`config.mk`:
```
export PLATFORM = sky130hd
export DESIGN_NAME = mnu_front_panel
export DESIGN_NICKNAME = d
export VERILOG_FILES = /design/src/design/mnu_pkg.sv /design/src/design/mnu_button.sv /design/src/design/mnu_slide.sv /design/src/design/mnu_front_panel.sv
export VERILOG_INCLUDE_DIRS = /design/src /design/src/design
export SDC_FILE = /design/constraint.sdc
export NUM_CORES = 2
export LEC_CHECK = 0
export BUFFER_PORTS_ARGS = -buffer_cell sky130_fd_sc_hd__buf_2
export CAP_MARGIN = 20
export CORE_MARGIN = 2
export CORE_UTILIZATION = 45
export CTS_CLUSTER_DIAMETER = 100
export DETAILED_ROUTE_END_ITERATION = 6
export PLACE_DENSITY_LB_ADDON = 0.15
export SYNTH_ARGS = -nofsm -noshare
export SYNTH_HDL_FRONTEND = slang
export SYNTH_HIERARCHICAL = 1
export SYNTH_SLANG_ARGS = --single-unit
```
`constraint.sdc`:
```
create_clock -name clk_sys -period 5.7 [get_ports clk_sys]
set_input_delay 0 -clock clk_sys [delete_from_list [all_inputs] [get_ports clk_sys]]
set_output_delay 0 -clock clk_sys [all_outputs]
set_load 0.005 [all_outputs]
```
`src/design/mnu_map.svh`:
```
`ifndef MNU_MAP_SVH
`define MNU_MAP_SVH
// Clock rate in kHz, so that milliseconds times this give cycles.
`define MNU_CLK_KHZ 64'd125000
// Times in milliseconds.
`define MNU_DEB_MS 64'd10
`define MNU_LONG_MS 64'd2000
`define MNU_QV_MS 64'd5000
`define MNU_MENU_MS 64'd60000
`define MNU_SHOW_MS 64'd3000
`define MNU_ERR_MS 64'd2000
`define MNU_ALT_MS 64'd1000
`define MNU_SLOW_MS 64'd250
`define MNU_FAST_MS 64'd10
// Register byte offsets.
`define MNU_REG_CTRL 8'h00
`define MNU_REG_PWD 8'h04
`define MNU_REG_STAT 8'h08
// Control fields and reset values.
`define MNU_CTRL_SLIDE 0
`define MNU_CTRL_FREE 1
`define MNU_CTRL_RST 2'h0
`define MNU_PWD_RST 16'h0000
// Position code of the sign in digit editing.
`define MNU_SIGN_POS 3'h6
// Label code shown for the batch count in quick view.
`define MNU_BATCH_LABEL 8'hFF
`endif

```
`src/design/mnu_pkg.sv`:
```
package mnu_pkg;

  // Operating states, one-hot.
  typedef enum logic [9:0] {
    ST_MEAS = 10'h001,
    ST_QVIEW = 10'h002,
    ST_PWD = 10'h004,
    ST_ERR = 10'h008,
    ST_BROWSE = 10'h010,
    ST_EDD = 10'h020,
    ST_EDS = 10'h040,
    ST_EDL = 10'h080,
    ST_CONF = 10'h100,
    ST_SHOW = 10'h200
  } mnu_state_type;

  // What the display shows.
  typedef enum logic [2:0] {
    DK_MEAS = 3'h0,
    DK_LABEL = 3'h1,
    DK_VALUE = 3'h2,
    DK_PASSWORD = 3'h3,
    DK_ERROR = 3'h4,
    DK_PROMPT = 3'h5
  } mnu_disp_kind_type;

  // Signed value held as six BCD digits.
  typedef struct packed {
    logic neg;
    logic [23:0] bcd;
  } mnu_value_type;

  typedef struct packed {
    mnu_disp_kind_type kind;
    logic [7:0] item;
    mnu_value_type val;
    logic [2:0] flash;
  } mnu_disp_type;

  typedef struct packed {
    logic [7:0] addr;
    mnu_value_type data;
  } mnu_nv_type;

endpackage : mnu_pkg

```
`src/design/mnu_button.sv`:
```
`timescale 1ns/1ps
module mnu_button #(
  parameter longint unsigned DEB_CYC = 64'd1250000,
  parameter longint unsigned LONG_CYC = 64'd250000000
) (
  // Clock and reset.
  input wire logic clk_sys,
  input wire logic srst,
  // Raw button pin, high while pressed.
  input wire logic pin,
  // Debounced events.
  output logic held,
  output logic press,
  output logic short_rel,
  output logic long_hit
);

  logic sync1;
  logic sync2;
  logic held_q;
  logic long_seen;
  logic [31:0] dcnt;
  logic [31:0] hcnt;

  // Two flip-flops bring the pin into the clock domain.
  always_ff @(posedge clk_sys) begin
    sync1 <= pin;
    sync2 <= sync1;
  end

  // The level must stay changed for the whole debounce time before it is taken.
  always_ff @(posedge clk_sys) begin
    if (srst) begin
      held <= 1'b0;
      dcnt <= 32'h0;
    end else if (sync2 == held) begin
      dcnt <= 32'h0;
    end else if (dcnt == 32'(DEB_CYC - 64'd1)) begin
      held <= sync2;
      dcnt <= 32'h0;
    end else begin
      dcnt <= dcnt + 32'h1;
    end
  end

  // Hold time decides between a short release and a long press.
  always_ff @(posedge clk_sys) begin
    if (srst) begin
      held_q <= 1'b0;
      press <= 1'b0;
      short_rel <= 1'b0;
      long_hit <= 1'b0;
      long_seen <= 1'b0;
      hcnt <= 32'h0;
    end else begin
      held_q <= held;
      press <= held & ~held_q;
      short_rel <= ~held & held_q & ~long_seen;
      long_hit <= held & (hcnt == 32'(LONG_CYC - 64'd1));
      hcnt <= held ? hcnt + 32'h1 : 32'h0;
      if (held & (hcnt == 32'(LONG_CYC - 64'd1))) begin
        long_seen <= 1'b1;
      end else if (~held) begin
        long_seen <= 1'b0;
      end
    end
  end

endmodule : mnu_button

```
`src/design/mnu_slide.sv`:
```
`timescale 1ns/1ps
module mnu_slide #(
  parameter longint unsigned SLOW_CYC = 64'd31250000,
  parameter longint unsigned FAST_CYC = 64'd1250000
) (
  // Clock and reset.
  input wire logic clk_sys,
  input wire logic srst,
  // Slide editing active and button levels.
  input wire logic en,
  input wire logic up,
  input wire logic down,
  // Step pulses.
  output logic inc,
  output logic dec
);

  logic [31:0] ivl;
  logic [31:0] cnt;
  logic dir_up;
  logic both;
  logic dir;

  assign both = up & down;
  assign dir = both ? dir_up : up;

  // Each step shortens the interval by an eighth, so the rate rises while held until the interval reaches FAST_CYC.
  // Both buttons together pin the interval at the slow end.
  always_ff @(posedge clk_sys) begin
    if (srst | ~en | ~(up | down)) begin
      ivl <= 32'(SLOW_CYC);
      cnt <= 32'(SLOW_CYC);
      inc <= 1'b0;
      dec <= 1'b0;
      dir_up <= 1'b1;
    end else begin
      if (!both) begin
        dir_up <= up;
      end
      if (cnt >= ivl) begin
        cnt <= 32'h0;
        inc <= dir;
        dec <= ~dir;
        if (both) begin
          ivl <= 32'(SLOW_CYC);
        end else if (ivl - (ivl >> 3) > 32'(FAST_CYC)) begin
          ivl <= ivl - (ivl >> 3);
        end else begin
          ivl <= 32'(FAST_CYC);
        end
      end else begin
        cnt <= cnt + 32'h1;
        inc <= 1'b0;
        dec <= 1'b0;
        if (both) begin
          ivl <= 32'(SLOW_CYC);
        end
      end
    end
  end

endmodule : mnu_slide

```
`src/design/mnu_front_panel.sv`:
```
// Behaviour
// Menu opens from measurement only after escape held two seconds.
// Password entry shows only the edited digit, dashes elsewhere.
// After last password digit: first menu item if correct, else error.
// Up or down on flow or batch display opens quick view, label alternating.
// Quick view: press within five seconds advances, else back to measurement.
// With free access, enter in quick view edits the shown threshold.
// After a quick-view confirm, new value alternates with label some seconds.
// In menus up and down step items and show the selected name.
// Enter on a submenu name descends and shows its first item.
// Enter on a parameter name starts editing and shows its value.
// Escape goes one level up, or to measurement from the top.
// One minute without buttons leaves menu, except while editing.
// A setting selects digit editing or slide editing.
// Digit edit: up/down change flashing digit or sign, short enter moves.
// Enter held two seconds ends numeric editing with confirmation prompt.
// At prompt short enter stores to memory, short escape discards.
// Slide: holding up accelerates increase; down slows, both keep slow.
// Slide: holding down accelerates decrease; up slows, both keep slow.
// List: up/down choose, enter prompts, second enter stores, escape cancels.
// A nonzero password is asked every entry; wrong entry returns to measurement.
// Buttons are debounced and press durations timed from the clock.
//
// Decided for this implementation: register access over APB and the address map.
`timescale 1ns/1ps
`include "mnu_map.svh"
module mnu_front_panel
  import mnu_pkg::*;
#(
  parameter int unsigned NSUB = 8,
  parameter int unsigned NPAR = 4,
  parameter int unsigned NTHR = 2,
  parameter int unsigned NLIST = 4,
  parameter longint unsigned DEB_CYC = `MNU_DEB_MS * `MNU_CLK_KHZ,
  parameter longint unsigned LONG_CYC = `MNU_LONG_MS * `MNU_CLK_KHZ,
  parameter longint unsigned QV_CYC = `MNU_QV_MS * `MNU_CLK_KHZ,
  parameter longint unsigned MENU_CYC = `MNU_MENU_MS * `MNU_CLK_KHZ,
  parameter longint unsigned SHOW_CYC = `MNU_SHOW_MS * `MNU_CLK_KHZ,
  parameter longint unsigned ERR_CYC = `MNU_ERR_MS * `MNU_CLK_KHZ,
  parameter longint unsigned ALT_CYC = `MNU_ALT_MS * `MNU_CLK_KHZ,
  parameter longint unsigned SLOW_CYC = `MNU_SLOW_MS * `MNU_CLK_KHZ,
  parameter longint unsigned FAST_CYC = `MNU_FAST_MS * `MNU_CLK_KHZ
) (
  // Clock and reset.
  input wire logic clk_sys,
  input wire logic srst,
  // Button pins, high while pressed.
  input wire logic up_pin,
  input wire logic down_pin,
  input wire logic enter_pin,
  input wire logic escape_menu_button_pin,
  // Measurement side status, same clock.
  input wire logic qv_allowed,
  input wire mnu_value_type batch_count,
  // Display and non-volatile store.
  output mnu_disp_type disp,
  output logic meas_mode,
  output logic nv_wr,
  output mnu_nv_type nv,
  // APB slave.
  input wire logic psel,
  input wire logic penable,
  input wire logic pwrite,
  input wire logic [7:0] paddr,
  input wire logic [31:0] pwdata,
  output logic [31:0] prdata,
  output logic pready,
  output logic pslverr
);

  localparam int unsigned SW = $clog2(NSUB);
  localparam int unsigned PW = $clog2(NPAR);
  localparam int unsigned IW = $clog2(NSUB * NPAR);

  mnu_state_type state;
  logic [35:0] tmr;
  logic [35:0] alt_cnt;
  logic alt;
  mnu_value_type edit;
  logic [2:0] pos;
  logic lvl;
  logic [SW-1:0] sub;
  logic [PW-1:0] par;
  logic [IW-1:0] qi;
  logic [IW-1:0] eidx;
  logic from_qv;
  logic [1:0] ctrl;
  logic [15:0] pwd_reg;
  mnu_value_type val [NSUB*NPAR];
  logic up_h, dn_h, en_h, esc_h;
  logic up_p, dn_p, en_p, esc_p;
  logic up_s, dn_s, en_s, esc_s;
  logic up_l, dn_l, en_l, esc_l;
  logic sl_inc, sl_dec;
  logic any_p;
  logic wr_go;
  logic [IW-1:0] cur_idx;

  ////////////////////////////////////////////////////////////////////////////
  // Buttons and slide stepping.

  mnu_button #(.DEB_CYC(DEB_CYC), .LONG_CYC(LONG_CYC)) u_up (.clk_sys(clk_sys), .srst(srst),
    .pin(up_pin), .held(up_h), .press(up_p), .short_rel(up_s), .long_hit(up_l));
  mnu_button #(.DEB_CYC(DEB_CYC), .LONG_CYC(LONG_CYC)) u_dn (.clk_sys(clk_sys), .srst(srst),
    .pin(down_pin), .held(dn_h), .press(dn_p), .short_rel(dn_s), .long_hit(dn_l));
  mnu_button #(.DEB_CYC(DEB_CYC), .LONG_CYC(LONG_CYC)) u_en (.clk_sys(clk_sys), .srst(srst),
    .pin(enter_pin), .held(en_h), .press(en_p), .short_rel(en_s), .long_hit(en_l));
  mnu_button #(.DEB_CYC(DEB_CYC), .LONG_CYC(LONG_CYC)) u_esc (.clk_sys(clk_sys), .srst(srst),
    .pin(escape_menu_button_pin), .held(esc_h), .press(esc_p), .short_rel(esc_s),
    .long_hit(esc_l));

  mnu_slide #(.SLOW_CYC(SLOW_CYC), .FAST_CYC(FAST_CYC)) u_slide (.clk_sys(clk_sys),
    .srst(srst), .en(state == ST_EDS), .up(up_h), .down(dn_h), .inc(sl_inc), .dec(sl_dec));

  // Every press restarts the menu inactivity time.
  assign any_p = up_p | dn_p | en_p | esc_p;
  assign wr_go = (state == ST_CONF) & en_s;
  assign cur_idx = IW'(32'(sub) * NPAR + 32'(par));

  ////////////////////////////////////////////////////////////////////////////
  // Value arithmetic.

  // One BCD step of the magnitude, up or down by one.
  function automatic logic [23:0] bcd_step(input logic [23:0] m, input logic up);
    logic [23:0] r;
    logic c;
    r = m;
    c = 1'b1;
    for (int i = 0; i < 6; i++) begin
      if (c) begin
        if (up) begin
          c = (r[4*i+:4] == 4'h9);
          r[4*i+:4] = c ? 4'h0 : r[4*i+:4] + 4'h1;
        end else begin
          c = (r[4*i+:4] == 4'h0);
          r[4*i+:4] = c ? 4'h9 : r[4*i+:4] - 4'h1;
        end
      end
    end
    return r;
  endfunction : bcd_step

  // Signed step; the magnitude saturates and zero is always positive.
  function automatic mnu_value_type val_step(input mnu_value_type v, input logic up);
    mnu_value_type r;
    r = v;
    if (up ^ v.neg) begin
      if (v.bcd != 24'h999999) r.bcd = bcd_step(v.bcd, 1'b1);
    end else if (v.bcd == 24'h000000) begin
      r.neg = 1'b1;
      r.bcd = 24'h000001;
    end else begin
      r.bcd = bcd_step(v.bcd, 1'b0);
      if (r.bcd == 24'h000000) r.neg = 1'b0;
    end
    return r;
  endfunction : val_step

  // Change one digit, wrapping within 0 to 9, or flip the sign.
  function automatic mnu_value_type dig_step(input mnu_value_type v, input logic [2:0] p,
                                             input logic up);
    mnu_value_type r;
    logic [3:0] n;
    r = v;
    n = v.bcd[4*p+:4];
    if (p == `MNU_SIGN_POS) r.neg = ~v.neg;
    else if (up) r.bcd[4*p+:4] = (n == 4'h9) ? 4'h0 : n + 4'h1;
    else r.bcd[4*p+:4] = (n == 4'h0) ? 4'h9 : n - 4'h1;
    return r;
  endfunction : dig_step

  ////////////////////////////////////////////////////////////////////////////
  // Operating state, timeout and edit buffer.

  always_ff @(posedge clk_sys) begin
    if (srst) begin
      state <= ST_MEAS;
      tmr <= 36'h0;
      edit <= '0;
      pos <= 3'h0;
      lvl <= 1'b0;
      sub <= '0;
      par <= '0;
      qi <= '0;
      eidx <= '0;
      from_qv <= 1'b0;
    end else begin
      if (tmr != 36'h0) tmr <= tmr - 36'h1;
      case (state)
        ST_MEAS: begin
          if (esc_l) begin
            tmr <= 36'(MENU_CYC);
            lvl <= 1'b0;
            sub <= '0;
            edit <= '0;
            pos <= 3'h3;
            state <= (pwd_reg != 16'h0000) ? ST_PWD : ST_BROWSE;
          end else if (qv_allowed & (up_p | dn_p)) begin
            qi <= '0;
            tmr <= 36'(QV_CYC);
            state <= ST_QVIEW;
          end
        end
        ST_QVIEW, ST_SHOW: begin
          if (up_p | dn_p) begin
            tmr <= 36'(QV_CYC);
            state <= ST_QVIEW;
            if (up_p) qi <= (qi == IW'(NTHR)) ? '0 : qi + IW'(1);
            else qi <= (qi == '0) ? IW'(NTHR) : qi - IW'(1);
          end else if (en_s & ctrl[`MNU_CTRL_FREE] & (qi < IW'(NTHR))) begin
            edit <= val[qi];
            eidx <= qi;
            from_qv <= 1'b1;
            pos <= 3'h5;
            state <= ctrl[`MNU_CTRL_SLIDE] ? ST_EDS : ST_EDD;
          end else if (esc_s | (tmr == 36'h0)) begin
            state <= ST_MEAS;
          end
        end
        ST_PWD: begin
          if (any_p) tmr <= 36'(MENU_CYC);
          if (up_p | dn_p) begin
            edit <= dig_step(edit, pos, up_p);
          end else if (en_s & (pos != 3'h0)) begin
            pos <= pos - 3'h1;
          end else if (en_s) begin
            tmr <= 36'(ERR_CYC);
            state <= (edit.bcd[15:0] == pwd_reg) ? ST_BROWSE : ST_ERR;
            if (edit.bcd[15:0] == pwd_reg) tmr <= 36'(MENU_CYC);
          end else if (esc_s | (tmr == 36'h0)) begin
            state <= ST_MEAS;
          end
        end
        ST_ERR: begin
          if (tmr == 36'h0) state <= ST_MEAS;
        end
        ST_BROWSE: begin
          if (any_p) tmr <= 36'(MENU_CYC);
          if (up_p & ~lvl) sub <= (sub == SW'(NSUB - 1)) ? '0 : sub + SW'(1);
          else if (dn_p & ~lvl) sub <= (sub == '0) ? SW'(NSUB - 1) : sub - SW'(1);
          else if (up_p) par <= (par == PW'(NPAR - 1)) ? '0 : par + PW'(1);
          else if (dn_p) par <= (par == '0) ? PW'(NPAR - 1) : par - PW'(1);
          else if (en_s & ~lvl) begin
            lvl <= 1'b1;
            par <= '0;
          end else if (en_s) begin
            edit <= val[cur_idx];
            eidx <= cur_idx;
            from_qv <= 1'b0;
            pos <= 3'h5;
            if (par == PW'(NPAR - 1)) state <= ST_EDL;
            else state <= ctrl[`MNU_CTRL_SLIDE] ? ST_EDS : ST_EDD;
          end else if (esc_s & lvl) begin
            lvl <= 1'b0;
          end else if (esc_s | (tmr == 36'h0)) begin
            state <= ST_MEAS;
          end
        end
        ST_EDD, ST_EDS, ST_EDL: begin
          if (state == ST_EDD & (up_p | dn_p)) begin
            edit <= dig_step(edit, pos, up_p);
          end else if (state == ST_EDD & en_s) begin
            pos <= (pos == `MNU_SIGN_POS) ? 3'h5 : (pos == 3'h0) ? `MNU_SIGN_POS : pos - 3'h1;
          end else if (state == ST_EDS & (sl_inc | sl_dec)) begin
            edit <= val_step(edit, sl_inc);
          end else if (state == ST_EDL & (up_p | dn_p)) begin
            edit.neg <= 1'b0;
            if (up_p) edit.bcd <= (edit.bcd >= 24'(NLIST - 1)) ? 24'h0 : edit.bcd + 24'h1;
            else edit.bcd <= (edit.bcd == 24'h0) ? 24'(NLIST - 1) : edit.bcd - 24'h1;
          end else if ((state == ST_EDL) ? en_s : en_l) begin
            state <= ST_CONF;
          end else if (esc_s) begin
            tmr <= from_qv ? 36'(QV_CYC) : 36'(MENU_CYC);
            state <= from_qv ? ST_QVIEW : ST_BROWSE;
          end
        end
        ST_CONF: begin
          if (en_s | esc_s) begin
            tmr <= from_qv ? 36'(en_s ? SHOW_CYC : QV_CYC) : 36'(MENU_CYC);
            state <= from_qv ? (en_s ? ST_SHOW : ST_QVIEW) : ST_BROWSE;
          end
        end
        default: begin
          state <= ST_MEAS;
        end
      endcase
    end
  end

  ////////////////////////////////////////////////////////////////////////////
  // Stored parameter values and the write toward non-volatile memory.

  always_ff @(posedge clk_sys) begin
    if (srst) begin
      for (int i = 0; i < NSUB * NPAR; i++) val[i] <= '0;
      nv_wr <= 1'b0;
      nv <= '0;
    end else begin
      nv_wr <= wr_go;
      if (wr_go) begin
        val[eidx] <= edit;
        nv.addr <= 8'(eidx);
        nv.data <= edit;
      end
    end
  end

  ////////////////////////////////////////////////////////////////////////////
  // Display.

  // Label and value alternate on a fixed period.
  always_ff @(posedge clk_sys) begin
    if (srst | (alt_cnt == 36'(ALT_CYC - 64'd1))) begin
      alt_cnt <= 36'h0;
      alt <= srst ? 1'b0 : ~alt;
    end else begin
      alt_cnt <= alt_cnt + 36'h1;
    end
  end

  always_ff @(posedge clk_sys) begin
    if (srst) begin
      disp <= '0;
      meas_mode <= 1'b1;
    end else begin
      meas_mode <= (state == ST_MEAS);
      disp.flash <= (state == ST_EDD || state == ST_PWD) ? pos : 3'h0;
      disp.item <= 8'(lvl ? cur_idx : IW'(sub));
      disp.val <= edit;
      case (state)
        ST_QVIEW, ST_SHOW: begin
          disp.kind <= alt ? DK_LABEL : DK_VALUE;
          disp.item <= (qi == IW'(NTHR)) ? `MNU_BATCH_LABEL : 8'(qi);
          disp.val <= (qi == IW'(NTHR)) ? batch_count : val[qi];
        end
        ST_PWD: begin
          disp.kind <= DK_PASSWORD;
          disp.val.neg <= 1'b0;
          for (int i = 0; i < 6; i++) begin
            disp.val.bcd[4*i+:4] <= (3'(i) == pos) ? edit.bcd[4*i+:4] : 4'hF;
          end
        end
        ST_BROWSE: disp.kind <= DK_LABEL;
        ST_EDD, ST_EDS, ST_EDL: disp.kind <= DK_VALUE;
        ST_CONF: disp.kind <= DK_PROMPT;
        ST_ERR: disp.kind <= DK_ERROR;
        default: disp.kind <= DK_MEAS;
      endcase
    end
  end

  ////////////////////////////////////////////////////////////////////////////
  // APB registers: one wait state, error on unmapped offsets.

  always_ff @(posedge clk_sys) begin
    if (srst) begin
      pready <= 1'b0;
      pslverr <= 1'b0;
      prdata <= 32'h0;
      ctrl <= `MNU_CTRL_RST;
      pwd_reg <= `MNU_PWD_RST;
    end else begin
      pready <= psel & penable & ~pready;
      pslverr <= 1'b0;
      if (psel & penable & ~pready) begin
        case (paddr)
          `MNU_REG_CTRL: prdata <= {30'h0, ctrl};
          `MNU_REG_PWD: prdata <= {16'h0, pwd_reg};
          `MNU_REG_STAT: prdata <= {8'h0, 8'(qi), 1'b0, 3'(sub), 1'(lvl), 1'b0, 10'(state)};
          default: begin
            prdata <= 32'h0;
            pslverr <= 1'b1;
          end
        endcase
      end
      if (psel & penable & pready & pwrite) begin
        if (paddr == `MNU_REG_CTRL) ctrl <= pwdata[1:0];
        if (paddr == `MNU_REG_PWD) pwd_reg <= pwdata[15:0];
      end
    end
  end

endmodule : mnu_front_panel

```
==> Yosys cells after proc, flatten, opt, wreduce, memory -nomap -nowiden <==
Memories as Yosys holds them, arrays and structs flattened. A register that Yosys moved wholly into a read port is not among the register bits.
Index checks and enable logic that the tools add are counted.
{ "classes": {"muxes": 320, "n_shift": 4, "addsub": 35, "n_bitwise": 63, "n_eq_ne": 82, "n_reduce_logical": 59, "n_lt_le_gt_ge": 4} }
{ "ops": {"columns": ["operator", "n"], "rows": [
  ["36-bit two-way mux", 15],
  ["25-bit two-way mux", 18],
  ["4-bit two-way mux", 72],
  ["10-bit two-way mux", 25],
  ["32-bit by 1-bit adder with 32-bit output (second input constant)", 7],
  ["36-bit case mux with 6 select lines", 1],
  ["24-bit two-way mux", 7],
  ["32-bit by 21-bit == test with 1-bit output (second input constant)", 4],
  ["32-bit two-way mux", 4],
  ["25-bit case mux with 5 select lines", 1],
  ["1-bit two-way mux", 110],
  ["5-bit two-way mux", 21],
  ["33-bit two-way mux", 3],
  ["15-bit AND reduction", 6],
  ["10-bit case mux with 7 select lines", 1],
  ["4-bit by 34-bit variable part select with 24-bit output", 2],
  ["32-bit by 28-bit == test with 1-bit output (second input constant)", 2],
  ["21-bit case mux with 3 select lines", 1],
  ["3-bit two-way mux", 20],
  ["25-bit case mux with 2 select lines", 1],
  ["24-bit bitwise mux", 2],
  ["24-bit logical NOT", 2],
  ["2-bit inequality test (second input constant)", 22],
  ["36-bit by 1-bit adder with 36-bit output (second input constant)", 1],
  ["83 further kinds", 219]
]} }
{ "word_totals": {"output_inout_bits": 108, "word_cells": 639, "n_memories": 1, "in_bits": 75, "register_bits": 536, "ram_bits": 800} }
{ "memory_table": {"columns": ["memory", "depth", "word_bits", "rd", "rd_clocked_by_memory_dff", "write_ports", "line_no", "text"], "rows": [
  ["val", 32, 25, 2, 1, 32, "mnu_front_panel.sv:89", "mnu_value_type val [NSUB*NPAR];"]
]} }

==> Logic depth before layout (Yosys ltp) <==
{ "depth": {"depth_word": 56, "ltp_mapped": 15, "mapped_depth_nobuf": 14} }

==> Cells and area by module <==
Netlist, hierarchy kept.
{ "by_module_without_submodules": {"columns": ["module", "seq_area_each_um2", "cells_per_inst", "instances", "area_per_inst_um2"], "rows": [
  ["mnu_front_panel", 28897.7, 4875, 1, 57590.2],
  ["mnu_button", 1441.4, 387, 4, 3392.0],
  ["mnu_slide", 1341.3, 658, 1, 5208.7]
]} }

==> Worst setup path after synthesis <==
OpenSTA, ideal clock, no wires.
{ "synth_timing": {"path_kind": "reg2reg", "from": "reg state[9]", "to": "mem val[16][0] (netlist bit) (enable)", "stages_incl_launch_ff": 9, "required_ns": 5.258, "setup_ns": 0.442, "path_slack_ns": 1.078, "synth_period_minus_slack_ns": 4.622, "path_buffers": 2, "arrival_time_ns": 4.180, "path_cell_list": "dfxtp_1 buf_2 or4b_2 nor4_4 nand2_1 nor3_1 nand3b_1 clkbuf_1 o21ai_0"} }
{ "synth_rtl": {"columns": ["element", "line_no", "text"], "rows": [
  ["from (decl)", "mnu_front_panel.sv:75", "mnu_state_type state;"],
  ["from (signal assigned)", "mnu_front_panel.sv:197", "state <= (pwd_reg != 16'h0000) ? ST_PWD : ST_BROWSE;"],
  ["from (signal assigned)", "mnu_front_panel.sv:215", "state <= ctrl[`MNU_CTRL_SLIDE] ? ST_EDS : ST_EDD;"],
  ["from (signal assigned)", "mnu_front_panel.sv:228", "state <= (edit.bcd[15:0] == pwd_reg) ? ST_BROWSE : ST_ERR;"],
  ["to (decl)", "mnu_front_panel.sv:89", null]
]} }

==> results.yml <==
run_status:
  outcome: "completed"
drt:
  ant_nets: 0
  initialDrtViolationCount: 6773
  avgViaCountPerCell: 6.531
  wirelength_mm: 250.0
  post-route-drc-count: 0
  routedWlPerCell_um: 27.90
  first_pass_iters: 5
  vias: 58510
floorplanning:
  die_area_um2: 165600
  floorplan.initialDensity_pct: 45.40
  die-height_um: 406.9
  rows: 147
  core-area_um2: 160900
  die-width_um: 406.9
  io-pin-count: 183
grt:
  grt-ovfl-total: 0
  vias_in_the_first_global_route: 55920
  pin_count_of_the_biggest_net_entering_global_routing: 92
  grt_first_pass_wirelength_mm: 371.3
  number_of_antenna_violations_at_the_first_check_in_global_routing: 6
  track_usage_pct: 29.87
finish:
  largest_registers: "val (800), disp (37)"
  num-fill-cells: 14310
  proportion_of_layout_cells_with_a_drive_suffix_above_1_pct: 18.17
  final-seq-area_um2: 34630
  area_delta_synth_final_pct: 12.55
  fin_nets: 6850
  multiInputGateArea_um2: 35920
  layoutNonFillerInstCount: 8959
  max_flop_register: "val"
  largest_register_ffs: 800
sta:
  clock.fmax_ghz: 0.2100
  setup-tns-final_ps: 0
  clock_period_minus_worst_slack_ps: 4762
  grt_setup_unrepaired: "no"
  relSlewSlack_pct: 20.25
  finalClockSkew_ps: 30.76
  final_max_slew_viol_count: 0
  worst_pin_slew_ps: 1196
  final_min_period_over_clock_period_pct: 83.54
  report.final.hold_viol_count: 0
  setup_viol: 0
synthesis:
  gate_count_post_synth: 6705
  syn-cell-area_um2: 73060
  ys_warn_count: 6
  syn_area_per_cell_um2: 10.90
pwr:
  p_sw_share_pct: 25.69
  total_net_switching_power_uw: 6058
  intPower_uw: 17520
  power-per-cell-area_nw_per_um2: 286.7
  comb_power_share_pct: 11.0
  power.leakage_uw: 0.02636
  clock_group_share_of_total_power_pct: 42.9
  seq_power_share_pct: 46.1
  irDropWorstVdd_v: 0.0003266
setup_path:
  worst-setup-path-type: "reg -> reg"
  r2r_setup_slack_ps: 940
  reg2reg_from: "state[0]"
  timing.critical_path.arrival_ps: 5270
  timing.rr.end: "val[5][21]"
  endpoint_kind: "flip-flop"
  crit_path_max_fanout: 45
  rr_worst_depth: 8
  critical_path_required_ps: 6200
  setup.worst_path.start_class: "flip-flop"
place:
  place.port_buffers: 152
  place.gp.congestion: 0.9669
  post-dp-hpwl_mm: 161.5
  placed_cells: 8579
hold_path:
  min_delay_path_depth: 4
  min-delay-path-class: "in -> reg"
  worst_hold_path.endpoint: "disp[10]"
  hold_path.startpoint: "batch_count[7]"
clocking:
  cts.root.buffer_cell: "sky130_fd_sc_hd__clkbuf_16"
  clkTransAtPathRegs_ps: 60
  htreeDepth: 4
  numClockSinks: 1328
  cts-buffers-inserted: 154
  max-clock-path-buffers: 3
  tritoncts: "built"
  clock_latency_ps: 810
  cts_setup_buffers: 0
  cts_hold_repair.buffers: 89
  post_cts.resized_instances: 0
flow_run:
  max-cap-violations: 0
through the flow:
stage | total power [uW] | util, % | cell area (um^2) | setup WS, ps | hold slack, ps
floorplan | 12770 | - | 73110 | 1078 | 27.72
global route | 24310 | 51.09 | 82230 | 849.6 | 82.12
global placement | 13520 | 47.31 | 76140 | 1041 | 101.8
detailed placement | 13570 | 47.32 | 76160 | 1035 | 104.1
CTS | 23690 | 51.08 | 82210 | 1008 | 20.27
finish | 23580 | 51.09 | 82230 | 938.0 | 69.91
power by group through the flow:
| stage | combinational [uW] | clock (uW) | sequential (uW) |
|---|---|---|---|
| after floorplan | 1800 | 0 | 11000 |
| after global placement | 2480 | 0 | 11000 |
| after detailed placement | 2510 | 0 | 11100 |
| after CTS | 2550 | 10300 | 10900 |
| after global routing | 2780 | 10600 | 10900 |
| final | 2580 | 10100 | 10900 |
worst max path at each step:
stage,from,to,slack [ps],cells past startpoint
detailed placement,state[1],val[5][12],1030,8
global route,state[1],val[5][13],850,8
global placement,state[1],val[5][21],1040,8
CTS,state[1],val[5][21],1010,8
floorplan,state[9],val[16][0],1080,8
finish,state[0],val[5][21],940,8
per-layer routing:
layer / GRT usage [%] / vias up / part of all wire, %
li1: - / 25660 / -
met1: 40.91 / 29470 / 41
met2: 46.69 / 2896 / 46
met3: 6.442 / 485 / 9.7
met4: 10.90 / 6 / 3.6
met5: 0 / - / 0.017
critical path, cell delays in order, from the launching register on:
cell and delay, ps:
sky130_fd_sc_hd__dfxtp_1 380, sky130_fd_sc_hd__or4_1 750, sky130_fd_sc_hd__nor4_4 270, sky130_fd_sc_hd__buf_4 240
sky130_fd_sc_hd__nand2_1 250, sky130_fd_sc_hd__nor2_1 600, sky130_fd_sc_hd__nand3_4 650, sky130_fd_sc_hd__o21ai_4 1000
sky130_fd_sc_hd__buf_4 310
cell usage in the layout (no fill, tap or decap), types with 38 or more instances in the layout:
cell,count
sky130_fd_sc_hd__nor3_1,820
sky130_fd_sc_hd__edfxtp_1,801
sky130_fd_sc_hd__dfxtp_1,518
sky130_fd_sc_hd__nand2_1,486
sky130_fd_sc_hd__mux4_2,463
sky130_fd_sc_hd__nor2_1,406
sky130_fd_sc_hd__a21oi_1,343
sky130_fd_sc_hd__o21ai_0,185
sky130_fd_sc_hd__buf_4,181
sky130_fd_sc_hd__nand3_1,158
sky130_fd_sc_hd__clkbuf_16,158
sky130_fd_sc_hd__buf_2,152
sky130_fd_sc_hd__xor2_1,127
sky130_fd_sc_hd__nand4_1,120
sky130_fd_sc_hd__and2_1,115
sky130_fd_sc_hd__inv_1,110
sky130_fd_sc_hd__ha_1,108
sky130_fd_sc_hd__xnor2_1,106
sky130_fd_sc_hd__dlygate4sd3_1,89
sky130_fd_sc_hd__or4_1,83
sky130_fd_sc_hd__nor4_1,78
sky130_fd_sc_hd__o31ai_1,72
sky130_fd_sc_hd__mux2i_1,68
sky130_fd_sc_hd__or3_1,66
sky130_fd_sc_hd__and3_1,62
sky130_fd_sc_hd__o22ai_1,39
sky130_fd_sc_hd__a31oi_1,39
sky130_fd_sc_hd__clkbuf_1,39
sky130_fd_sc_hd__a211oi_1,38
cell type report:
cell class	count	share of cell area, %
multi-input combinational	4612	43.69
sequential	1328	42.11
clock buffer	210	5.196
timing repair buffer	438	4.029
tap	2160	3.287
clock inverter	78	1.079
inverter	132	0.6086
antenna	1	0.003043
(Power assumes the default switching activity.)
